<file path="src/hdl/a20_map.svh">
// constants for the a20 gate and fast cpu reset logic
`ifndef A20_MAP_SVH
`define A20_MAP_SVH

// host isa i/o addresses; bit 2 of the address selects command versus data
`define KBD_DATA_PORT 16'h0060
`define KBD_CMD_PORT 16'h0064
`define FAST_RESET_PORT 16'h0092

// firmware memory-mapped addresses
`define FW_KBD_IO_ADDR 16'h7FF1
`define FW_KBD_STATUS_ADDR 16'h7FF2
`define FW_AUX_DATA_ADDR 16'h7FFA
`define FW_A20_ADDR 16'h7FFB
`define FW_A20_SET_ADDR 16'h7FFE
`define FW_A20_CLEAR_ADDR 16'h7FFF

// keyboard controller command bytes
`define A20_CMD_BYTE 8'hD1
`define A20_END_CMD_BYTE 8'hFF

// status bit positions seen by firmware at the status address
`define STATUS_IBF_BIT 1
`define STATUS_CD_BIT 3

// reset values
`define FAST_RESET_PORT_RESET 2'h0
`define FW_A20_RESET 1'h1
`define HOST_A20_RESET 1'h1

// alternate reset timing at the 50 mhz reference clock
`define CLK_MHZ 50
`define ALT_RST_DELAY_US 14
`define ALT_RST_PULSE_US 6
`define ALT_RST_DELAY_CYC (`ALT_RST_DELAY_US * `CLK_MHZ)
`define ALT_RST_PULSE_CYC (`ALT_RST_PULSE_US * `CLK_MHZ)
`define ALT_RST_CNT_W 10

// controller avalon register byte offsets and field bit positions
`define CTL_CMD_OFFSET 4'h0
`define CTL_STATUS_OFFSET 4'h4
`define CTL_CMD_ADDR_LSB 0
`define CTL_CMD_DATA_LSB 16
`define CTL_CMD_READ_BIT 24
`define CTL_CMD_FW_BIT 25
`define CTL_STATUS_OE_BIT 8
`define CTL_STATUS_BUSY_BIT 9

`endif

</file>
<file path="src/hdl/a20_pkg.sv">
// types for the a20 gate and fast cpu reset logic
package a20_pkg;

  typedef enum logic [1:0] {seq_idle, seq_cmd, seq_data} seq_state_type;

  typedef enum logic [1:0] {rst_idle, rst_delay, rst_pulse} rst_state_type;

  typedef enum logic [1:0] {ctl_idle, ctl_strobe, ctl_capture} ctl_phase_type;

  typedef struct packed {
    seq_state_type seq;
    logic host_latch;
    logic fw_latch;
    logic [1:0] port;
    logic input_full;
    logic cmd_data;
    logic [7:0] input_data;
    rst_state_type rphase;
    logic armed;
    logic [9:0] rcount;
    logic alt_n;
    logic cpu_reset;
    logic a20;
    logic [7:0] isa_rdata;
    logic isa_oe;
    logic [7:0] fw_rdata;
  } dev_state_type;

  typedef struct packed {
    ctl_phase_type phase;
    logic [15:0] addr;
    logic [7:0] wdata;
    logic rd;
    logic fw;
    logic [7:0] rdata;
    logic oe;
    logic rd_ack;
    logic [31:0] readdata;
  } ctl_state_type;

endpackage

</file>
<file path="src/hdl/a20_if.sv">
// host isa bus and firmware bus between controller and a20 device
`timescale 1ns/10ps
interface a20_if;
  logic [15:0] isa_addr;
  logic [7:0] isa_wdata;
  logic isa_wr;
  logic isa_rd;
  logic [7:0] isa_rdata;
  logic isa_rdata_oe;
  logic [15:0] fw_addr;
  logic [7:0] fw_wdata;
  logic fw_wr;
  logic fw_rd;
  logic [7:0] fw_rdata;

  modport device (
    input isa_addr, isa_wdata, isa_wr, isa_rd, fw_addr, fw_wdata, fw_wr, fw_rd,
    output isa_rdata, isa_rdata_oe, fw_rdata
  );

  modport controller (
    output isa_addr, isa_wdata, isa_wr, isa_rd, fw_addr, fw_wdata, fw_wr, fw_rd,
    input isa_rdata, isa_rdata_oe, fw_rdata
  );
endinterface

</file>
<file path="src/hdl/a20_device.sv">
// a20 gate, host a20 sequence decoder, fast reset port and alternate reset pulse
// Function
// - assist enable selects firmware latch for gate
// - firmware bit 0 write sets firmware latch
// - firmware a20 register upper bits read zero
// - readback shows selected latch; latches separate
// - D1 then data copies bit 1
// - recognised sequence never raises input full
// - address bit 2 high command; data bit1
// - D1+DF on, D1+DD off, FF silent
// - double D1 before data also accepted
// - other command after D1 passes through
// - extra data byte flags firmware, decoder idles
// - set and clear strobes move host latch
// - firmware confirms strobes by reading back while assist is off
// - NAND alternate and keyboard reset pulses
// - new pulse needs request bit cleared first
// - clear and reset during pulse adds nothing
// - fast reset port resets to zero
// - port disabled: writes ignored, reads float
// - reserved port bits ignored, read zero
// - port bit1 ORed into a20 gate output
// - request bit: 14 us delay, 6 us pulse
// - host write loads command flag, sets full
`timescale 1ns/10ps
`include "a20_map.svh"
module a20_device
  import a20_pkg::*;
(
  input wire logic ref_clk, // 50 mhz clock
  input wire logic resetn, // asynchronous reset, standby power-on
  a20_if.device bus, // host isa and firmware buses
  input wire logic firmware_assist_enable, // firmware drives the gate
  input wire logic fast_reset_port_enable, // fast reset port reachable
  input wire logic reset_out, // system reset output asserted
  input wire logic kbd_reset_pulse_n, // keyboard reset pulse, active low
  output logic a20_gate_output, // final a20 gate
  output logic cpu_reset_drive, // host cpu reset drive, active high
  output logic alt_reset_pulse_n, // internal alternate reset, active low
  output logic input_full_flag, // input buffer full to firmware
  output logic cmd_data_flag, // last host byte was a command
  output logic [7:0] input_data // last host byte passed to firmware
);

  dev_state_type s;
  dev_state_type next_s;

  logic kbd_wr;
  logic sa2;
  logic suppress;
  logic fw_read_in;
  logic kbc_a20;

  always_comb begin
    next_s = s;
    sa2 = bus.isa_addr[2];
    kbd_wr = bus.isa_wr &&
      (bus.isa_addr == `KBD_DATA_PORT || bus.isa_addr == `KBD_CMD_PORT);
    suppress = 1'b0;
    fw_read_in = bus.fw_rd && bus.fw_addr == `FW_KBD_IO_ADDR;
    kbc_a20 = firmware_assist_enable ? s.fw_latch : s.host_latch;

    // host sequence decoder only watches while firmware assist is off
    if (kbd_wr && !firmware_assist_enable) begin
      case (s.seq)
        seq_idle: begin
          if (sa2 && bus.isa_wdata == `A20_CMD_BYTE) begin
            next_s.seq = seq_cmd;
            suppress = 1'b1;
          end
        end
        seq_cmd: begin
          if (!sa2) begin
            next_s.host_latch = bus.isa_wdata[1];
            next_s.seq = seq_data;
            suppress = 1'b1;
          end else if (bus.isa_wdata == `A20_CMD_BYTE) begin
            suppress = 1'b1;
          end else begin
            next_s.seq = seq_idle;
          end
        end
        seq_data: begin
          next_s.seq = seq_idle;
          if (sa2 && bus.isa_wdata == `A20_END_CMD_BYTE) begin
            suppress = 1'b1;
          end else if (sa2 && bus.isa_wdata == `A20_CMD_BYTE) begin
            // a fresh D1 without the closing FF opens the next sequence
            next_s.seq = seq_cmd;
            suppress = 1'b1;
          end
          // a second data byte falls through unsuppressed and sets full
        end
        default: begin
          next_s.seq = seq_idle;
        end
      endcase
    end

    // firmware read of the input register empties it; a host write in the same cycle wins
    if (fw_read_in) begin
      next_s.input_full = 1'b0;
    end
    if (kbd_wr && !suppress) begin
      next_s.input_full = 1'b1;
      next_s.cmd_data = sa2;
      next_s.input_data = bus.isa_wdata;
    end

    // firmware writes; strobes come after the decoder so firmware wins a clash
    if (bus.fw_wr) begin
      case (bus.fw_addr)
        `FW_A20_ADDR: next_s.fw_latch = bus.fw_wdata[0];
        `FW_A20_SET_ADDR: next_s.host_latch = 1'b1;
        `FW_A20_CLEAR_ADDR: next_s.host_latch = 1'b0;
        default: next_s.fw_latch = s.fw_latch;
      endcase
    end

    // firmware read data, registered
    next_s.fw_rdata = 8'h00;
    if (bus.fw_rd) begin
      case (bus.fw_addr)
        `FW_A20_ADDR: next_s.fw_rdata = {7'h00, kbc_a20};
        `FW_KBD_IO_ADDR: next_s.fw_rdata = s.input_data;
        `FW_KBD_STATUS_ADDR: begin
          next_s.fw_rdata[`STATUS_IBF_BIT] = s.input_full;
          next_s.fw_rdata[`STATUS_CD_BIT] = s.cmd_data;
        end
        default: next_s.fw_rdata = 8'h00;
      endcase
    end

    // fast reset port
    if (reset_out) begin
      next_s.port = `FAST_RESET_PORT_RESET;
    end else if (fast_reset_port_enable && bus.isa_wr &&
                 bus.isa_addr == `FAST_RESET_PORT) begin
      next_s.port = bus.isa_wdata[1:0];
    end
    next_s.isa_rdata = 8'h00;
    next_s.isa_oe = 1'b0;
    if (fast_reset_port_enable && bus.isa_rd && bus.isa_addr == `FAST_RESET_PORT) begin
      next_s.isa_rdata = {6'h00, s.port};
      next_s.isa_oe = 1'b1;
    end

    // alternate reset pulse; rearming only in idle keeps a clear/set during a pulse silent
    case (s.rphase)
      rst_idle: begin
        if (s.port[0] && s.armed) begin
          next_s.rphase = rst_delay;
          next_s.rcount = 10'(`ALT_RST_DELAY_CYC - 1);
          next_s.armed = 1'b0;
        end else if (!s.port[0]) begin
          next_s.armed = 1'b1;
        end
      end
      rst_delay: begin
        if (s.rcount == 10'h000) begin
          next_s.rphase = rst_pulse;
          next_s.rcount = 10'(`ALT_RST_PULSE_CYC - 1);
        end else begin
          next_s.rcount = s.rcount - 10'h001;
        end
      end
      rst_pulse: begin
        if (s.rcount == 10'h000) begin
          next_s.rphase = rst_idle;
        end else begin
          next_s.rcount = s.rcount - 10'h001;
        end
      end
      default: begin
        next_s.rphase = rst_idle;
      end
    endcase

    next_s.alt_n = next_s.rphase != rst_pulse;
    next_s.cpu_reset = ~(next_s.alt_n & kbd_reset_pulse_n);
    next_s.a20 = (firmware_assist_enable ? next_s.fw_latch : next_s.host_latch)
      | next_s.port[1];
  end

  always_ff @(posedge ref_clk or negedge resetn) begin
    if (!resetn) begin
      s <= '0;
      s.seq <= seq_idle;
      s.rphase <= rst_idle;
      s.host_latch <= `HOST_A20_RESET;
      s.fw_latch <= `FW_A20_RESET;
      s.port <= `FAST_RESET_PORT_RESET;
      s.armed <= 1'b1;
      s.alt_n <= 1'b1;
      s.a20 <= 1'b1;
    end else begin
      s <= next_s;
    end
  end

  assign a20_gate_output = s.a20;
  assign cpu_reset_drive = s.cpu_reset;
  assign alt_reset_pulse_n = s.alt_n;
  assign input_full_flag = s.input_full;
  assign cmd_data_flag = s.cmd_data;
  assign input_data = s.input_data;
  assign bus.isa_rdata = s.isa_rdata;
  assign bus.isa_rdata_oe = s.isa_oe;
  assign bus.fw_rdata = s.fw_rdata;

endmodule

</file>
<file path="src/flat_wrapper.sv">
// flat-port wrapper written by rule: the top's interface ports become plain ports
module a20_device_flat import a20_pkg::*;
  (ref_clk, resetn, firmware_assist_enable, fast_reset_port_enable, reset_out, kbd_reset_pulse_n, a20_gate_output, cpu_reset_drive, alt_reset_pulse_n, input_full_flag, cmd_data_flag, input_data, bus_isa_addr, bus_isa_wdata, bus_isa_wr, bus_isa_rd, bus_fw_addr, bus_fw_wdata, bus_fw_wr, bus_fw_rd, bus_isa_rdata, bus_isa_rdata_oe, bus_fw_rdata);
  a20_if bus_i ();
  input wire logic ref_clk;
  input wire logic resetn;
  input wire logic firmware_assist_enable;
  input wire logic fast_reset_port_enable;
  input wire logic reset_out;
  input wire logic kbd_reset_pulse_n;
  output logic a20_gate_output;
  output logic cpu_reset_drive;
  output logic alt_reset_pulse_n;
  output logic input_full_flag;
  output logic cmd_data_flag;
  output logic [7:0] input_data;
  input wire logic [$bits(bus_i.isa_addr)-1:0] bus_isa_addr;
  input wire logic [$bits(bus_i.isa_wdata)-1:0] bus_isa_wdata;
  input wire logic [$bits(bus_i.isa_wr)-1:0] bus_isa_wr;
  input wire logic [$bits(bus_i.isa_rd)-1:0] bus_isa_rd;
  input wire logic [$bits(bus_i.fw_addr)-1:0] bus_fw_addr;
  input wire logic [$bits(bus_i.fw_wdata)-1:0] bus_fw_wdata;
  input wire logic [$bits(bus_i.fw_wr)-1:0] bus_fw_wr;
  input wire logic [$bits(bus_i.fw_rd)-1:0] bus_fw_rd;
  output wire logic [$bits(bus_i.isa_rdata)-1:0] bus_isa_rdata;
  output wire logic [$bits(bus_i.isa_rdata_oe)-1:0] bus_isa_rdata_oe;
  output wire logic [$bits(bus_i.fw_rdata)-1:0] bus_fw_rdata;
  assign bus_i.isa_addr = bus_isa_addr;
  assign bus_i.isa_wdata = bus_isa_wdata;
  assign bus_i.isa_wr = bus_isa_wr;
  assign bus_i.isa_rd = bus_isa_rd;
  assign bus_i.fw_addr = bus_fw_addr;
  assign bus_i.fw_wdata = bus_fw_wdata;
  assign bus_i.fw_wr = bus_fw_wr;
  assign bus_i.fw_rd = bus_fw_rd;
  assign bus_isa_rdata = bus_i.isa_rdata;
  assign bus_isa_rdata_oe = bus_i.isa_rdata_oe;
  assign bus_fw_rdata = bus_i.fw_rdata;
  a20_device u_core (.ref_clk(ref_clk), .resetn(resetn), .bus(bus_i), .firmware_assist_enable(firmware_assist_enable), .fast_reset_port_enable(fast_reset_port_enable), .reset_out(reset_out), .kbd_reset_pulse_n(kbd_reset_pulse_n), .a20_gate_output(a20_gate_output), .cpu_reset_drive(cpu_reset_drive), .alt_reset_pulse_n(alt_reset_pulse_n), .input_full_flag(input_full_flag), .cmd_data_flag(cmd_data_flag), .input_data(input_data));
endmodule
</file>
<file path="config.mk">
export PLATFORM = sky130hd
export DESIGN_NAME = a20_device_flat
export DESIGN_NICKNAME = d
export VERILOG_FILES = /design/src/hdl/a20_pkg.sv /design/src/hdl/a20_if.sv /design/src/hdl/a20_device.sv /design/src/flat_wrapper.sv
export VERILOG_INCLUDE_DIRS = /design/src /design/src/hdl
export SDC_FILE = /design/constraint.sdc
export NUM_CORES = 1
export LEC_CHECK = 0
export BUFFER_PORTS_ARGS = -buffer_cell sky130_fd_sc_hd__buf_2
export CAP_MARGIN = 25
export CORE_ASPECT_RATIO = 0.9
export CORE_MARGIN = 2
export CORE_UTILIZATION = 50
export CTS_BUF_LIST = sky130_fd_sc_hd__clkbuf_8 sky130_fd_sc_hd__clkbuf_16
export DETAILED_ROUTE_END_ITERATION = 12
export GPL_ROUTABILITY_DRIVEN = 0
export GPL_TIMING_DRIVEN = 0
export PLACE_DENSITY_LB_ADDON = 0.12
export SLEW_MARGIN = 20
export SYNTH_ARGS = -nofsm -noshare
export SYNTH_HDL_FRONTEND = slang
export SYNTH_SLANG_ARGS = --single-unit
export TNS_END_PERCENT = 1
</file>
<file path="constraint.sdc">
create_clock -name ref_clk -period 5.1 [get_ports ref_clk]
set_input_delay 0.51 -clock ref_clk [delete_from_list [all_inputs] [get_ports ref_clk]]
set_output_delay 0.51 -clock ref_clk [all_outputs]
set_load 0.01 [all_outputs]
</file>
# ---- Word-level counts from Yosys, hierarchy flattened
# Cells that the tools add are included.
dict set report totals {
  reg_bits 43
  latch_bits 0
  ramBits 0
  romBits 0
  mem_count 0
}
dict set report classes {
  add_sub_neg 1
  mul 0
  div_mod_pow 0
  magnitude_cmp 0
  n_eq_ne 20
  n_shift 0
  n_mux 41
  bitwise 3
  n_reduce_logical 23
}
# operator count
set op_table {}
lappend op_table {{equality test 16 x 15 -> 1 bit, second input constant} 5}
lappend op_table {{2-to-1 mux 10 bit} 4}
lappend op_table {{equality test 16 x 7 -> 1 bit, second input constant} 2}
lappend op_table {{one-hot mux 10 bit (3 select lines)} 1}
lappend op_table {{2-to-1 mux 2 bit} 10}
lappend op_table {{equality test 16 x 8 -> 1 bit, second input constant} 1}
lappend op_table {{equality test 8 bit, second input constant} 2}
lappend op_table {{2-to-1 mux 1 bit} 16}
lappend op_table {{one-hot mux 2 bit (3 select lines)} 2}
lappend op_table {{logical AND 1 bit} 11}
lappend op_table {{zero test 10 bit} 1}
lappend op_table {{subtractor 10 x 1 -> 10 bit, second input constant} 1}
lappend op_table {{2-to-1 mux 8 bit} 1}
lappend op_table {{one-hot mux 1 bit (2 select lines)} 4}
lappend op_table {{inequality test 2 bit, second input constant} 3}
lappend op_table {{AND reduction 3 bit} 2}
lappend op_table {{equality test 2 x 1 -> 1 bit, second input constant} 2}
lappend op_table {{equality test 2 bit, second input constant} 2}
lappend op_table {{zero test 2 bit} 2}
lappend op_table {{2-to-1 mux 4 bit} 1}
lappend op_table {{inequality test 2 x 1 -> 1 bit, second input constant} 2}
lappend op_table {{nonzero test 2 bit} 2}
lappend op_table {{2-to-1 mux 3 bit} 1}
lappend op_table {{inequality test 3 bit, second input constant} 1}
lappend op_table {{8 further kinds} 9}

# ---- Longest topological paths before layout
dict set report depth {
  depth_word 9
  mapped_depth 8
  ltp_nobuf 7
}

# ---- Worst setup path after synthesis
# Ideal clock, no wire load.
dict set report synth_timing {
  path_kind {input -> register}
  startpoint {input port bus_isa_addr[13]}
  endpoint {register u_core.s (netlist bit u_core.cmd_data_flag)}
  t_arrival_ns 1.928
  setup_slack_ns 3.047
  stages 5
  path_cell_list {nor4_1 and4b_1 nand2_1 a31oi_4 mux2_2}
}
dict set report synth_via {
  elab_chain_len 7
  elab_cells_between_ends 8
  cone_classes {eq/ne (2); mux (1); reduce/logical (5)}
}
# element line
set synth_lines {}
lappend synth_lines {{start: declaration} flat_wrapper.sv:17} ;# input wire logic [$bits(bus_i.isa_addr)-1:0] bus_isa_addr;
lappend synth_lines {{equality test 16 x 7 -> 1 bit (no source line)} -}
lappend synth_lines {{logical OR 1 bit (no source line) (*)} -}
lappend synth_lines {{logical AND 1 bit (*)} a20_device.sv:57} ;# kbd_wr = bus.isa_wr &&
lappend synth_lines {{logical AND 1 bit} a20_device.sv:64} ;# if (kbd_wr && !firmware_assist_enable) begin
lappend synth_lines {{2-to-1 mux 1 bit} a20_device.sv:64}
lappend synth_lines {{zero test 1 bit} a20_device.sv:104} ;# if (kbd_wr && !suppress) begin
lappend synth_lines {{logical AND 1 bit (*)} a20_device.sv:104}
lappend synth_lines {{end signal: assignment} a20_device.sv:197} ;# s <= next_s;
lappend synth_lines {{end: declaration} a20_device.sv:45} ;# dev_state_type s;
# Mark *: on every way between the ends. The rest lies on a longest branch, timed or not.
# A chain may end at the register's enable or synchronous reset.

# ---- Final worst setup path
dict set report layout_timing {
  startpoint {register u_core.s[21] (netlist name)}
  endpoint {register u_core.s[27] (netlist name)}
}
dict set report layout_via {
  elab_chain_len 3
  elab_cells_between_ends 7
  cone_classes {add/sub (1); eq/ne (1); mux (3); reduce/logical (2)}
}
# element line
set layout_lines {}
lappend layout_lines {{subtractor 10 x 1 -> 10 bit / zero test 10 bit (equally long branches)} -}
lappend layout_lines {{2-to-1 mux 10 bit (tied with other cells)} a20_device.sv:168} ;# if (s.rcount == 10'h000) begin
lappend layout_lines {{one-hot mux 10 bit (3 select lines) / AND reduction 3 bit (equally long branches)} -}
# Parallel ways exist; a longest one is shown, timed or not. The select of a mux whose other input is x is not followed.

==> results.toml <==
[run_status]
outcome = "completed"

[cells_and_area]
synthToLayoutAreaGrowth_pct = 23.7
fillCellCount = 413
post-route-util_pct = 63.7
drive_above_1_share_pct = 41.0
num-nets-final = 390
n_antenna_cell = 0

[sta]
fin_hold_ws_ns = 0.176
tns_ns = 0
setup_violations = 0
fin_crit_sh_pct = 43.8
drv_slew = 0
hold_violations = 0
max_slew_margin_pct = 66.0
fmax_ghz = 0.448
rsz0062_at_grt = "no"
worst_clock_skew_ns = 0.00606
post-route-min-period_ns = 2.23
tightest_slew_ns = 0.508

[setup_path]
crit_path_end = "u_core.s[27]"
startpoint = "u_core.s[21]"
startpoint_type = "flop"
crit_cells = 6
crit_chain = "inv_1 > ha_1 > or4b_1 > o41ai_4 > o31ai_1 > a22o_1"
cpMaxStageDelayCell = "or4b_1"
path_buf_inv = 1
r2r_slack_ns = 2.87
path_class = "reg -> reg"
max_stage_delay_ns = 0.57
rr_startpoint = "u_core.s[21]"
r2r-end = "u_core.s[27]"
crit_required_ns = 5.28
critPathCaptureType = "flop"
critical_path.top_delay_family = "compound AO/OA/AOI/OAI gates"
crit_fanout = 8
critPathArrivalTime_ns = 2.42
r2r_cells = 6

[global_route]
grt_pass1_vias = 1967
antenna_found_initial = 0
grt.overflow.total = 0
grt_use_total_pct = 20.6
grt_pass1_wl_microns = 8990
grt_max_degree = 44

[die]
io_pins = 88
die-height_microns = 70.5
dieArea_sq_um = 5490
fp.coreArea_sq_um = 4770
rows = 24
die_w_microns = 77.9
initial_utilization_pct = 51.4

[drt]
drt-total-wl_microns = 5210
ant_nets = 0
vias = 2050
drt_first_iter_violations = 136
dr.pass1.iters = 4
routed_via_density = 5.23
drcViolationCount = 0
wl_per_cell_microns = 13.3

[clock_tree]
clk_path_buf_depth = 2
cts_resized = 0
worstSkewPairLatency_ns = 0.29
clock-sinks = 43
holdBufCountCts = 0
path_clk_slew_ns = 0.08
postCtsSetupRepairBufs = 0
cts_made_buffers = 5
cts_htree_levels = 2
cts_tree = "built"
cts_root_buf = "clkbuf_8"

[yosys]
async_reset_ff_share_pct = 100
syn_area_per_cell_sq_um = 10.3
ys_top_cells_by_area = "dfrtp_1 39%, buf_4 7.3%, dfstp_2 5.3%, mux2_2 5.0%, ha_1 3.1%"
seq_area_frac_synth_pct = 44.1
synth.distinct_cells = 53
muxShareOfSynthArea_pct = 6.27
yosys.area_share.simple_pct = 21.2
ys_warn_count = 0
synth_compound_area_share_pct = 15.9
synth_top_family_by_area = "simple AND/OR/NAND/NOR gates"
synth_fa_ha_area_share_pct = 3.06
synth.largest_area_cell = "dfrtp_1"
synth_seq_cells = 43
yosys.area.top_type_share_pct = 38.7
yosys.area_share.xor_xnor_pct = 0
ys.flop_type = "dfrtp_1"
synth-edff-count = 0
syn_inst = 239
syn_area_sq_um = 2460

[place]
post-dp-hpwl_microns = 3990
io_buffers = 74

[power_and_ir_drop]
irDropWorstVdd_uv = 164
total_power_uw = 656
power_density_nw_per_um2 = 216
internal_power_uw = 482
switchingPower_uw = 174
seqPwrFrac_pct = 53.6
pwr-share-clk_pct = 31.7
p_leak_nw = 1.57
p_comb_share_pct = 14.7
p_sw_share_pct = 26.5

[worst_hold_path]
hold_path.class = "in -> async"

[flow_run]
cap_violations = 0
## cells by family (layout without fill, tap and decap cells)
group / after synthesis / count (layout)
compound gates: 51 / 51
simple gates: 89 / 89
fa+ha+maj: 6 / 6
flops: 43 / 43
buf+inv: 35 / 118
mux: 14 / 14
other cells: 1 / 6
## worst reg2reg max path, delay by kind of cell, from the launching register on
family	cells	cell delay, ns
AO/OA/AOI/OAI	3	0.86
adder cells (fa/ha/maj)	1	0.18
buffers and inverters	1	0.12
flip-flops	1	0.40
AND/OR/NAND/NOR	1	0.57
## layout make-up
type                    instances  area [sq um]  share of cell area (%)
inverters                       9          33.8                    1.11
clock inverters                 3          16.3                   0.535
well taps                      65          81.3                    2.68
flip-flops and latches         43          1080                    35.6
multi-input cells             166          1160                    38.2
repair buffers                 75           398                    13.1
plain buffers                  26           196                    6.46
clock buffers                   5          68.8                    2.26
## flip-flops by register name, summed over array words and instances, names as in the netlist
name / flops
u_core.bus.fw_rdata: 8
u_core.alt_reset_pulse_n: 1
u_core.cmd_data_flag: 1
u_core.s: 19
u_core.cpu_reset_drive: 1
u_core.input_data: 8
u_core.bus.isa_rdata_oe: 1
u_core.input_full_flag: 1
u_core.bus.isa_rdata: 2
u_core.a20_gate_output: 1
## cells in the final DEF, fill, tap and decap left out, types with 3 or more instances in the layout
cell type / instances
buf_2: 75
dfrtp_1: 38
buf_4: 24
nand2_1: 17
nor2_1: 15
o21ai_0: 11
mux2_2: 11
inv_1: 10
and2_1: 10
a21oi_1: 8
nand4_1: 6
ha_1: 6
conb_1: 6
nor4_1: 5
o41ai_1: 5
clkbuf_8: 5
dfstp_2: 5
and3_1: 4
nor3_1: 4
nand2b_1: 4
o31ai_1: 4
nand4b_1: 3
a31oi_1: 3
nor2b_1: 3
nand3_1: 3
mux2i_1: 3
a22o_1: 3
## worst min path at each step
| stage | slack (ns) | cells past startpoint | end | startpoint |
|---|---|---|---|---|
| 3_5_place_dp | 0.47 | 1 | u_core.s[30] | u_core.s[43] |
| 6_report | 0.18 | 1 | u_core.bus.fw_rdata[3] | resetn |
| 2_1_floorplan | 0.21 | 0 | u_core.bus.fw_rdata[0] | resetn |
| 4_1_cts | 0.35 | 2 | u_core.cpu_reset_drive | kbd_reset_pulse_n |
| 5_1_grt | 0.20 | 1 | u_core.bus.fw_rdata[1] | resetn |
| 3_3_place_gp | 0.46 | 1 | u_core.s[30] | u_core.s[43] |
## cells in the mapped netlist, drive strengths merged (5+ instances only)
| master | instances |
|---|---|
| dfrtp | 38 |
| nor3 | 5 |
| inv | 9 |
| nor4 | 5 |
| o21ai | 11 |
| dfstp | 5 |
| nand4 | 6 |
| nand2 | 17 |
| o41ai | 6 |
| and2 | 10 |
| nor2 | 15 |
| buf | 26 |
| ha | 6 |
| a21oi | 8 |
| mux2 | 11 |
## routing by layer
metal	global-route usage [%]	vias up	wire (microns)	share of wire (%)
met1	29.0	951	2470	47
met5	0	-	0	0
met2	32.0	64	2330	45
met4	5.75	0	60	1.2
met3	4.65	7	351	6.7
li1	-	1028	-	-
## power by group through the flow
stage	registers [mW]	clock network, mW	logic, mW
after global routing	0.352	0.231	0.107
after floorplan	0.356	0	0.0540
after detailed placement	0.358	0	0.0928
after global placement	0.357	0	0.0917
after CTS	0.351	0.215	0.0934
final	0.351	0.208	0.0963
## stage by stage
stage | worst slack (ns) | std cells | area (sq um)
2_1_floorplan | 3.05 | 244 | 2470
3_3_place_gp | 2.74 | 383 | 2930
4_1_cts | 2.89 | 391 | 3010
5_1_grt | 2.72 | 392 | 3040
6_report | 2.87 | 392 | 3040
3_5_place_dp | 2.71 | 383 | 2930
Note: power is estimated with default switching activity, not from simulation.
